===== src/inc/nand_host_params.svh =====
`ifndef NAND_HOST_PARAMS_SVH
`define NAND_HOST_PARAMS_SVH

// Clock period of the controller clock, in ns
`define NH_CLK_NS 100
// Read access delay after the read strobe falls, in ns
`define NH_T_REA_NS 20
// Strobe-to-busy delay before ready_busy_n may be trusted, in ns
`define NH_T_WB_NS 100
// Least times round up to whole cycles, one or more for any nonzero time
`define NH_REA_CYC ((`NH_T_REA_NS + `NH_CLK_NS - 1) / `NH_CLK_NS)
`define NH_WB_CYC ((`NH_T_WB_NS + `NH_CLK_NS - 1) / `NH_CLK_NS)
// Stages of the pin synchroniser
`define NH_SYNC_CYC 2

// Number of address cycles the device takes
`define NH_ADDR_CYCLES 5
// Lowest row bit and highest address bit per bus width
`define NH_X8_ROW_LSB 12
`define NH_X8_ROW_MSB 29
`define NH_X16_ROW_LSB 11
`define NH_X16_ROW_MSB 28
// Bits carried by one address cycle
`define NH_ADDR_BYTE_W 8

// Opcodes of the defined command set, packed eight bits each
`define NH_OPC_NUM 22
`define NH_OPC_LIST {8'h00, 8'h30, 8'h35, 8'h90, 8'h70, 8'hFF, 8'h80, 8'h10, \
    8'h85, 8'h60, 8'hD0, 8'h05, 8'hE0, 8'hEC, 8'hED, 8'hEE, 8'hEF, 8'h78, \
    8'h06, 8'h11, 8'h81, 8'hD1}

`endif


===== src/inc/nand_host_pkg.sv =====
package nand_host_pkg;

    // Kind of bus sequence the user asks for
    typedef enum logic [2:0] {
        OP_CMD,
        OP_ADDR,
        OP_WRITE,
        OP_READ,
        OP_WAIT_RDY
    } op_t;

    // Sequencer states
    typedef enum logic [3:0] {
        ST_IDLE,
        ST_WR_FETCH,
        ST_WE_LO,
        ST_WE_HOLD,
        ST_WE_END,
        ST_RD_LO,
        ST_RD_WAIT,
        ST_RD_HI,
        ST_RDY_WAIT
    } state_t;

endpackage


===== src/hw/nand_fifo.sv =====
`timescale 1ns/1ps
module nand_fifo #(
    parameter int WIDTH = 8,
    parameter int DEPTH = 8
) (
    // Clock and reset
    input wire logic clk,
    input wire logic resetn,
    input wire logic clk_en,
    // Filling side
    input wire logic [WIDTH-1:0] in_data,
    input wire logic in_valid,
    output logic in_ready,
    // Draining side
    output logic [WIDTH-1:0] out_data,
    output logic out_valid,
    input wire logic out_ready
);
    localparam int AW = (DEPTH > 1) ? $clog2(DEPTH) : 1;

    logic [WIDTH-1:0] mem [DEPTH];  // Storage
    logic [AW-1:0] wp_ff;  // Write pointer
    logic [AW-1:0] rp_ff;  // Read pointer
    logic [AW:0] count_ff;  // Words held
    logic ready_ff;  // Registered not-full flag, drives in_ready with no gate
    logic empty_ff;  // Registered empty flag
    logic [AW-1:0] nxt_wp;
    logic [AW-1:0] nxt_rp;
    logic [AW:0] nxt_count;
    logic nxt_full;
    logic nxt_empty;
    logic push;
    logic pop;

    assign in_ready = ready_ff;
    assign out_valid = !empty_ff;
    assign out_data = mem[rp_ff];

    // Pointer and flag update; flags are registered so ready is clean
    always_comb
    begin
        push = in_valid && ready_ff;
        pop = out_ready && !empty_ff;
        nxt_wp = wp_ff;
        nxt_rp = rp_ff;
        nxt_count = count_ff;
        if (push)
        begin
            nxt_wp = (wp_ff == AW'(DEPTH - 1)) ? '0 : wp_ff + AW'(1);
        end
        if (pop)
        begin
            nxt_rp = (rp_ff == AW'(DEPTH - 1)) ? '0 : rp_ff + AW'(1);
        end
        if (push && !pop)
        begin
            nxt_count = count_ff + (AW+1)'(1);
        end
        else if (pop && !push)
        begin
            nxt_count = count_ff - (AW+1)'(1);
        end
        nxt_full = (nxt_count == (AW+1)'(DEPTH));
        nxt_empty = (nxt_count == '0);
    end

    // State registers
    always_ff @(posedge clk or negedge resetn)
    begin
        if (!resetn)
        begin
            wp_ff <= '0;
            rp_ff <= '0;
            count_ff <= '0;
            ready_ff <= 1'b1;
            empty_ff <= 1'b1;
        end
        else if (clk_en)
        begin
            wp_ff <= nxt_wp;
            rp_ff <= nxt_rp;
            count_ff <= nxt_count;
            ready_ff <= !nxt_full;
            empty_ff <= nxt_empty;
        end
    end

    // Storage has no reset; contents are only read once written
    always_ff @(posedge clk)
    begin
        if (clk_en && push)
        begin
            mem[wp_ff] <= in_data;
        end
    end
endmodule


===== src/hw/nand_host.sv =====
// Functional notes
// - Command latch high loads command register
// - Address latch high loads address register
// - One shared bus, direction set by strobes
// - x8 column in cycles one and two
// - x8 row in cycles three to five
// - x16 column in two cycles, upper lines low
// - x16 row in cycles three to five
// - Host drives unused address lines low
// - Host issues only defined opcodes
`timescale 1ns/1ps
`include "nand_host_params.svh"
module nand_host #(
    parameter int IO_W = 8,
    parameter int LEN_W = 12,
    parameter int FIFO_DEPTH = 8
) (
    // Clock, reset, enable
    input wire logic clk,
    input wire logic resetn,
    input wire logic clk_en,
    // Request port
    input wire logic req_valid,
    output logic req_ready,
    input nand_host_pkg::op_t req_op,
    input wire logic [7:0] req_byte,
    input wire logic [29:0] req_addr,
    input wire logic [LEN_W-1:0] req_len,
    input wire logic program_enable,
    // Write data stream
    input wire logic [IO_W-1:0] wr_data,
    input wire logic wr_valid,
    output logic wr_ready,
    // Read data stream
    output logic [IO_W-1:0] rd_data,
    output logic rd_valid,
    // Status
    output logic done,
    output logic err,
    output logic dev_ready,
    // Flash pins
    output logic ce_n,
    output logic cle,
    output logic ale,
    output logic we_n,
    output logic re_n,
    output logic wp_n,
    input wire logic [IO_W-1:0] io_in,
    output logic [IO_W-1:0] io_out,
    output logic io_oe,
    input wire logic ready_busy_n
);
    localparam int ROW_LSB = (IO_W == 16) ? `NH_X16_ROW_LSB : `NH_X8_ROW_LSB;
    localparam int ROW_MSB = (IO_W == 16) ? `NH_X16_ROW_MSB : `NH_X8_ROW_MSB;
    localparam logic [3:0] RD_CYC = 4'(`NH_REA_CYC + `NH_SYNC_CYC);
    localparam logic [3:0] WB_CYC = 4'(`NH_WB_CYC);
    localparam logic [2:0] LAST_ADDR = 3'(`NH_ADDR_CYCLES - 1);

    // True for opcodes of the defined command set only
    function automatic logic opc_legal(input logic [7:0] opc);
        logic [8*`NH_OPC_NUM-1:0] list;
        logic hit;
        list = `NH_OPC_LIST;
        hit = 1'b0;
        for (int i = 0; i < `NH_OPC_NUM; i++)
        begin
            if (list[i*8 +: 8] == opc)
            begin
                hit = 1'b1;
            end
        end
        return hit;
    endfunction

    // Byte of one address cycle; unused lines come out as zero
    function automatic logic [7:0] addr_byte(input logic [2:0] idx, input logic [29:0] a);
        logic [29:0] sh;
        logic [29:0] m;
        sh = '0;
        m = 30'hFF;
        case (idx)
            3'h0: sh = a;
            3'h1:
            begin
                sh = a >> 8;
                m = (30'h1 << (ROW_LSB - 8)) - 30'h1;
            end
            3'h2: sh = a >> ROW_LSB;
            3'h3: sh = a >> (ROW_LSB + 8);
            default:
            begin
                sh = a >> (ROW_LSB + 16);
                m = (30'h1 << (ROW_MSB - ROW_LSB - 15)) - 30'h1;
            end
        endcase
        return 8'(sh & m);
    endfunction

    // Sequencer state
    nand_host_pkg::state_t state_ff;
    nand_host_pkg::state_t nxt_state;
    nand_host_pkg::op_t op_ff;  // Operation in progress
    nand_host_pkg::op_t nxt_op;
    logic [29:0] addr_ff;  // Address being sent
    logic [29:0] nxt_addr;
    logic [LEN_W-1:0] len_ff;  // Words left in a data phase
    logic [LEN_W-1:0] nxt_len;
    logic [2:0] idx_ff;  // Address cycle index
    logic [2:0] nxt_idx;
    logic [3:0] cnt_ff;  // Wait counter
    logic [3:0] nxt_cnt;
    // Registered pins and user outputs
    logic ce_n_ff, cle_ff, ale_ff, we_n_ff, re_n_ff, wp_n_ff, io_oe_ff;
    logic nxt_ce_n, nxt_cle, nxt_ale, nxt_we_n, nxt_re_n, nxt_wp_n, nxt_io_oe;
    logic [IO_W-1:0] io_out_ff;
    logic [IO_W-1:0] nxt_io_out;
    logic [IO_W-1:0] rd_data_ff;
    logic [IO_W-1:0] nxt_rd_data;
    logic rd_valid_ff, done_ff, err_ff, req_ready_ff, dev_ready_ff;
    logic nxt_rd_valid, nxt_done, nxt_err, nxt_req_ready;
    // Pin synchronisers
    logic [IO_W-1:0] io_meta_ff;
    logic [IO_W-1:0] io_sync_ff;
    logic rb_meta_ff;
    logic rb_sync_ff;
    // Write FIFO drain side
    logic [IO_W-1:0] fifo_data;
    logic fifo_valid;
    logic fifo_pop;
    logic wr_ready_w;

    nand_fifo #(
        .WIDTH(IO_W),
        .DEPTH(FIFO_DEPTH)
    ) u_wr_fifo (
        .clk(clk),
        .resetn(resetn),
        .clk_en(clk_en),
        .in_data(wr_data),
        .in_valid(wr_valid),
        .in_ready(wr_ready_w),
        .out_data(fifo_data),
        .out_valid(fifo_valid),
        .out_ready(fifo_pop)
    );

    // Outputs straight from flops (FIFO ready is its registered flag)
    assign {ce_n, cle, ale, we_n, re_n, wp_n} =
        {ce_n_ff, cle_ff, ale_ff, we_n_ff, re_n_ff, wp_n_ff};
    assign io_out = io_out_ff;
    assign io_oe = io_oe_ff;
    assign rd_data = rd_data_ff;
    assign rd_valid = rd_valid_ff;
    assign done = done_ff;
    assign err = err_ff;
    assign req_ready = req_ready_ff;
    assign dev_ready = dev_ready_ff;
    assign wr_ready = wr_ready_w;

    // Sequencer next state: one strobe phase per cycle, slow but safe at 100 ns
    always_comb
    begin
        nxt_state = state_ff;
        nxt_op = op_ff;
        nxt_addr = addr_ff;
        nxt_len = len_ff;
        nxt_idx = idx_ff;
        nxt_cnt = cnt_ff;
        nxt_ce_n = ce_n_ff;
        nxt_cle = cle_ff;
        nxt_ale = ale_ff;
        nxt_we_n = we_n_ff;
        nxt_re_n = re_n_ff;
        nxt_io_out = io_out_ff;
        nxt_io_oe = io_oe_ff;
        nxt_rd_data = rd_data_ff;
        nxt_rd_valid = 1'b0;
        nxt_done = 1'b0;
        nxt_err = 1'b0;
        nxt_req_ready = req_ready_ff;
        nxt_wp_n = program_enable;
        fifo_pop = 1'b0;
        case (state_ff)
            nand_host_pkg::ST_IDLE:
            begin
                // Deselect so the device can drop into standby
                nxt_ce_n = 1'b1;
                nxt_io_oe = 1'b0;
                nxt_req_ready = 1'b1;
                if (req_valid && req_ready_ff)
                begin
                    nxt_req_ready = 1'b0;
                    nxt_op = req_op;
                    nxt_addr = req_addr;
                    nxt_len = req_len;
                    nxt_idx = '0;
                    nxt_ce_n = 1'b0;
                    case (req_op)
                        nand_host_pkg::OP_CMD:
                        begin
                            // Undefined opcodes never reach the pins
                            if (opc_legal(req_byte))
                            begin
                                nxt_cle = 1'b1;
                                nxt_io_out = IO_W'(req_byte);
                                nxt_io_oe = 1'b1;
                                nxt_state = nand_host_pkg::ST_WE_LO;
                            end
                            else
                            begin
                                nxt_ce_n = 1'b1;
                                nxt_err = 1'b1;
                                nxt_req_ready = 1'b1;
                            end
                        end
                        nand_host_pkg::OP_ADDR:
                        begin
                            nxt_ale = 1'b1;
                            nxt_io_out = IO_W'(addr_byte(3'h0, req_addr));
                            nxt_io_oe = 1'b1;
                            nxt_state = nand_host_pkg::ST_WE_LO;
                        end
                        nand_host_pkg::OP_WRITE:
                        begin
                            nxt_state = nand_host_pkg::ST_WR_FETCH;
                        end
                        nand_host_pkg::OP_READ:
                        begin
                            nxt_state = nand_host_pkg::ST_RD_LO;
                        end
                        nand_host_pkg::OP_WAIT_RDY:
                        begin
                            nxt_ce_n = 1'b1;
                            nxt_cnt = WB_CYC;
                            nxt_state = nand_host_pkg::ST_RDY_WAIT;
                        end
                        default:
                        begin
                            nxt_ce_n = 1'b1;
                            nxt_err = 1'b1;
                            nxt_req_ready = 1'b1;
                        end
                    endcase
                    // Empty data phases finish at once
                    if ((req_op == nand_host_pkg::OP_WRITE || req_op == nand_host_pkg::OP_READ)
                        && req_len == '0)
                    begin
                        nxt_ce_n = 1'b1;
                        nxt_done = 1'b1;
                        nxt_req_ready = 1'b1;
                        nxt_state = nand_host_pkg::ST_IDLE;
                    end
                end
            end
            nand_host_pkg::ST_WR_FETCH:
            begin
                // Stalls here while the FIFO is empty, back-pressuring nothing
                if (fifo_valid)
                begin
                    fifo_pop = 1'b1;
                    nxt_io_out = fifo_data;
                    nxt_io_oe = 1'b1;
                    nxt_state = nand_host_pkg::ST_WE_LO;
                end
            end
            nand_host_pkg::ST_WE_LO:
            begin
                nxt_we_n = 1'b0;
                nxt_state = nand_host_pkg::ST_WE_HOLD;
            end
            nand_host_pkg::ST_WE_HOLD:
            begin
                // Rising edge with bus stable latches the value
                nxt_we_n = 1'b1;
                nxt_state = nand_host_pkg::ST_WE_END;
            end
            nand_host_pkg::ST_WE_END:
            begin
                // Bus held one more cycle for hold time after the rise
                if (ale_ff && idx_ff != LAST_ADDR)
                begin
                    // Exactly five cycles, never more
                    nxt_idx = idx_ff + 3'h1;
                    nxt_io_out = IO_W'(addr_byte(idx_ff + 3'h1, addr_ff));
                    nxt_state = nand_host_pkg::ST_WE_LO;
                end
                else if (op_ff == nand_host_pkg::OP_WRITE && len_ff > LEN_W'(1))
                begin
                    nxt_len = len_ff - LEN_W'(1);
                    nxt_state = nand_host_pkg::ST_WR_FETCH;
                end
                else
                begin
                    nxt_cle = 1'b0;
                    nxt_ale = 1'b0;
                    nxt_io_oe = 1'b0;
                    nxt_io_out = '0;
                    nxt_ce_n = 1'b1;
                    nxt_done = 1'b1;
                    nxt_req_ready = 1'b1;
                    nxt_state = nand_host_pkg::ST_IDLE;
                end
            end
            nand_host_pkg::ST_RD_LO:
            begin
                // Release the bus before the device drives it
                nxt_io_oe = 1'b0;
                nxt_re_n = 1'b0;
                nxt_cnt = RD_CYC;
                nxt_state = nand_host_pkg::ST_RD_WAIT;
            end
            nand_host_pkg::ST_RD_WAIT:
            begin
                // Wait access delay plus synchroniser latency, then sample
                if (cnt_ff == '0)
                begin
                    nxt_rd_data = io_sync_ff;
                    nxt_rd_valid = 1'b1;
                    nxt_re_n = 1'b1;
                    nxt_state = nand_host_pkg::ST_RD_HI;
                end
                else
                begin
                    nxt_cnt = cnt_ff - 4'h1;
                end
            end
            nand_host_pkg::ST_RD_HI:
            begin
                // Device steps its column on each pulse; host only counts
                if (len_ff > LEN_W'(1))
                begin
                    nxt_len = len_ff - LEN_W'(1);
                    nxt_state = nand_host_pkg::ST_RD_LO;
                end
                else
                begin
                    nxt_ce_n = 1'b1;
                    nxt_done = 1'b1;
                    nxt_req_ready = 1'b1;
                    nxt_state = nand_host_pkg::ST_IDLE;
                end
            end
            nand_host_pkg::ST_RDY_WAIT:
            begin
                // Busy line is not valid until the strobe-to-busy delay passes
                if (cnt_ff != '0)
                begin
                    nxt_cnt = cnt_ff - 4'h1;
                end
                else if (rb_sync_ff)
                begin
                    nxt_done = 1'b1;
                    nxt_req_ready = 1'b1;
                    nxt_state = nand_host_pkg::ST_IDLE;
                end
            end
            default:
            begin
                nxt_state = nand_host_pkg::ST_IDLE;
            end
        endcase
    end

    // Sequencer registers; pins idle deselected, guard active
    always_ff @(posedge clk or negedge resetn)
    begin
        if (!resetn)
        begin
            state_ff <= nand_host_pkg::ST_IDLE;
            op_ff <= nand_host_pkg::OP_CMD;
            addr_ff <= '0;
            len_ff <= '0;
            idx_ff <= '0;
            cnt_ff <= '0;
            {ce_n_ff, cle_ff, ale_ff, we_n_ff, re_n_ff, wp_n_ff} <= 6'h26;
            io_out_ff <= '0;
            io_oe_ff <= 1'b0;
            rd_data_ff <= '0;
            {rd_valid_ff, done_ff, err_ff, req_ready_ff, dev_ready_ff} <= 5'h00;
        end
        else if (clk_en)
        begin
            state_ff <= nxt_state;
            op_ff <= nxt_op;
            addr_ff <= nxt_addr;
            len_ff <= nxt_len;
            idx_ff <= nxt_idx;
            cnt_ff <= nxt_cnt;
            {ce_n_ff, cle_ff, ale_ff} <= {nxt_ce_n, nxt_cle, nxt_ale};
            {we_n_ff, re_n_ff, wp_n_ff} <= {nxt_we_n, nxt_re_n, nxt_wp_n};
            io_out_ff <= nxt_io_out;
            io_oe_ff <= nxt_io_oe;
            rd_data_ff <= nxt_rd_data;
            {rd_valid_ff, done_ff, err_ff} <= {nxt_rd_valid, nxt_done, nxt_err};
            req_ready_ff <= nxt_req_ready;
            dev_ready_ff <= rb_sync_ff;
        end
    end

    // Two-stage synchronisers; the open-drain line is only ever read here
    always_ff @(posedge clk or negedge resetn)
    begin
        if (!resetn)
        begin
            io_meta_ff <= '0;
            io_sync_ff <= '0;
            rb_meta_ff <= 1'b0;
            rb_sync_ff <= 1'b0;
        end
        else if (clk_en)
        begin
            io_meta_ff <= io_in;
            io_sync_ff <= io_meta_ff;
            rb_meta_ff <= ready_busy_n;
            rb_sync_ff <= rb_meta_ff;
        end
    end
endmodule


===== config.mk =====
export PLATFORM = sky130hd
export DESIGN_NAME = nand_host
export DESIGN_NICKNAME = d
export VERILOG_FILES = /design/src/inc/nand_host_pkg.sv /design/src/hw/nand_fifo.sv /design/src/hw/nand_host.sv
export VERILOG_INCLUDE_DIRS = /design/src /design/src/inc
export SDC_FILE = /design/constraint.sdc
export NUM_CORES = 1
export LEC_CHECK = 0
export ABC_AREA = 1
export BUFFER_PORTS_ARGS = -buffer_cell sky130_fd_sc_hd__buf_2
export CAP_MARGIN = 0
export CORE_UTILIZATION = 60
export DETAILED_ROUTE_END_ITERATION = 12
export PLACE_DENSITY = 0.82
export SYNTH_ARGS = -nofsm -noshare
export SYNTH_HDL_FRONTEND = slang
export SYNTH_SLANG_ARGS = --single-unit
export TNS_END_PERCENT = 30

===== constraint.sdc =====
create_clock -name clk -period 4.72 [get_ports clk]
set_input_delay 0.708 -clock clk [delete_from_list [all_inputs] [get_ports clk]]
set_output_delay 0.708 -clock clk [all_outputs]
set_load 0.02 [all_outputs]

==> key figures <==
Synthesis
  • Post-synth EDFFs: 64
  • XOR/XNOR share of the synthesized area: 0.00787
  • Asr flop ratio synth: 0.640
  • Syn Nets: 1,146
  • Synth Flop Type: dfrtp_1
  • Main combinational cell family by area after synthesis: simple AND/OR/NAND/NOR gates
  • Register area share after synthesis: 0.537
  • Post-Synthesis Cells: 1,056
  • Adder-Cell Fraction of Synth Area: 0.0197
  • Syn Area/Cell: 8.43 um2
  • Synth Register Bits: 178
  • Mapped Area: 8900 um2
  • Mux share of post-synthesis cell area: 0
  • Synth Area in Simple Gates: 0.254
  • Synth unique cells: 44
  • Synth warn: 0
  • Synth Area in Compound Gates: 0.120

Floorplanning
  • Die Area: 15,300 um2
  • Die width: 124 um
  • Num rows: 44
  • Initial core utilization: 0.615
  • Die Ht: 124 um
  • Core ar.: 14,500 um2
  • I/O pin cnt: 105

Final layout
  • Layout Nets: 1,236
  • Commonest non-fill, non-tap cell in the layout: nand2_1
  • Area growth from synthesis to layout: 13.3%
  • Layout Cells excl Fill: 1,343
  • Antenna cells: 0
  • Most frequent cells in the layout: nand2_1, o21ai_0, nor2_1
  • Layout cells sized above 1: 0.151

GRT
  • Total GRT Usage: 0.290
  • GRT Residual Overflow: 0
  • First-pass GRT wire length: 33.4 mm
  • Number of global-route vias before repair: 6,902
  • Largest net degree at the start of global routing: 65
  • Initial antenna violation count: 0

STA
  • Final Hold Viols: 0
  • Setup Skew: 0.0105 ns
  • F_max: 353 MHz
  • Final min period: 2.83 ns
  • RSZ-0062 raised after global routing: false
  • Rel. slew slack: 0.322
  • Min Hold Slack: 0.350 ns
  • Max Slew Vio Count: 0
  • Setup TNS: 0 ns
  • Worst Tran Pin Value: 1.02 ns
  • Final setup fails: 0
  • Setup slack after layout: 1.89 ns
  • Fin crit share: 0.600

Worst hold path
  • Hold crit path type: input pin to async pin

Route
  • Vias per inst: 5.60
  • DR WL/cell: 15.9 um
  • Routed Antenna Nets: 0
  • DR vias: 7,526
  • # DRC: 0
  • Drt first-iter violations: 739
  • Routed WL: 21.4 mm
  • Detailed-router iteration count before antenna repair: 6

Setup path
  • Critical Path Start Type: input pin
  • Crit Path Category: input pin to flip-flop
  • CP endpoint kind: flip-flop
  • Req. time, crit path: 4.79 ns
  • Worst Path Arrival: 2.90 ns
  • Critical Path Fanout Max: 44

Pwr
  • Peak VDD IR: 344 uV
  • Leakage: 4.70 nW
  • Power Density: 588 nW/um2
  • Design Power: 5.93 mW

Clock tree
  • Clock-pin slew on the worst setup and hold paths: 0.07 ns
  • # Post-CTS Setup Buffers: 0
  • Worst-Skew Late Latency: 0.44 ns
  • Hold-fix buffers, CTS: 0
  • H-tree depth: 4
  • CTS tree: yes
  • Cts repair resizes: 0
  • Clk sinks: 178
  • Largest buffer count on any clock path: 2
  • Clock root buffer: clkbuf_16
  • CTS buffer count: 17

Placed design
  • DP HPWL: 15.0 mm
  • Pre-CTS setup slack: 1.43 ns
  • RePlAce Congestion: 0.919
  • Placed cells: 1,311
  • I/O Buffers: 104

Run
  • Max cap viols: 0

Outcome
  • Outcome: complete, no violations
-- cell type report --
class / count / area [um2]
clock inverters: 13 / 144
inverters: 97 / 364
repair buffers: 109 / 561
fillers: 1125 / 4390
multi-input cells: 743 / 3570
flip-flops and latches: 178 / 4780
clock buffers: 19 / 433
well taps: 184 / 230
-- critical path, cell delays in order --
cell and delay [ns]:
buf_2 0.07, buf_4 0.33, inv_1 0.42, nor2_1 0.40
inv_1 0.09, or2_2 0.34, nor2_1 0.52
-- metal layers --
layer / GRT usage / vias to the layer above / part of all wire / routed length, um
met5: 0 / - / 0 / 0
met3: 0.0559 / 45 / 0.072 / 1550
met4: 0.101 / 0 / 0.021 / 456
li1: - / 3669 / - / -
met1: 0.383 / 3510 / 0.41 / 8860
met2: 0.478 / 302 / 0.49 / 10500
-- flip-flops by register name (all words and copies together), names as in the netlist, 4 cells and up --
name                count
u_wr_fifo.mem          64
addr_ff                30
len_ff                 12
io_meta_ff              8
io_out                  8
io_sync_ff              8
rd_data                 8
cnt_ff                  4
state_ff                4
u_wr_fifo.count_ff      4
-- power by group --
group / switching, mW / internal, mW / total [mW]
clock network: 0.632 / 0.750 / 1.38
logic: 1.52 / 0.717 / 2.23
registers: 0.296 / 2.02 / 2.31
-- cell families after synthesis --
family | Yosys count
xor+xnor | 8
simple gates | 526
fa+ha+maj | 14
buf+inv | 135
flops | 178
compound gates | 195
-- final timing paths --
path / from / end / slack (ns) / cells past startpoint
max reg2reg: idx_ff[0] / io_out[4] / 2.12 / 10
max in group asynchronous: resetn / u_wr_fifo.in_ready / 3.45 / 2
min reg2reg: wp_n / wp_n / 0.48 / 2
min: resetn / len_ff[0] / 0.35 / 1
min in group clk: io_in[3] / io_meta_ff[3] / 0.47 / 3
max: clk_en / u_wr_fifo.mem[6][0] / 1.89 / 7
-- cells in the mapped netlist (9+ instances only) --
| library cell | number | share of area |
|---|---|---|
| nand4_1 | 9 | 0.0063 |
| o21ai_0 | 130 | 0.073 |
| o21ai_1 | 15 | 0.0084 |
| o211ai_1 | 17 | 0.014 |
| clkbuf_1 | 19 | 0.0080 |
| nand3_1 | 91 | 0.051 |
| ha_1 | 14 | 0.020 |
| a21oi_1 | 18 | 0.010 |
| buf_2 | 12 | 0.0067 |
| nand2_1 | 284 | 0.12 |
| dfrtp_1 | 109 | 0.31 |
| inv_1 | 89 | 0.038 |
| edfxtp_1 | 64 | 0.22 |
| nor2_1 | 115 | 0.048 |
-- per-stage QoR --
step / cell area, um2 / util
after floorplan: 8900 / -
after global placement: 9510 / 0.657
after detailed placement: 9510 / 0.657
after CTS: 10100 / 0.697
after global routing: 10100 / 0.697
final: 10100 / 0.697
No activity file was read; power rests on OpenSTA's default activity.
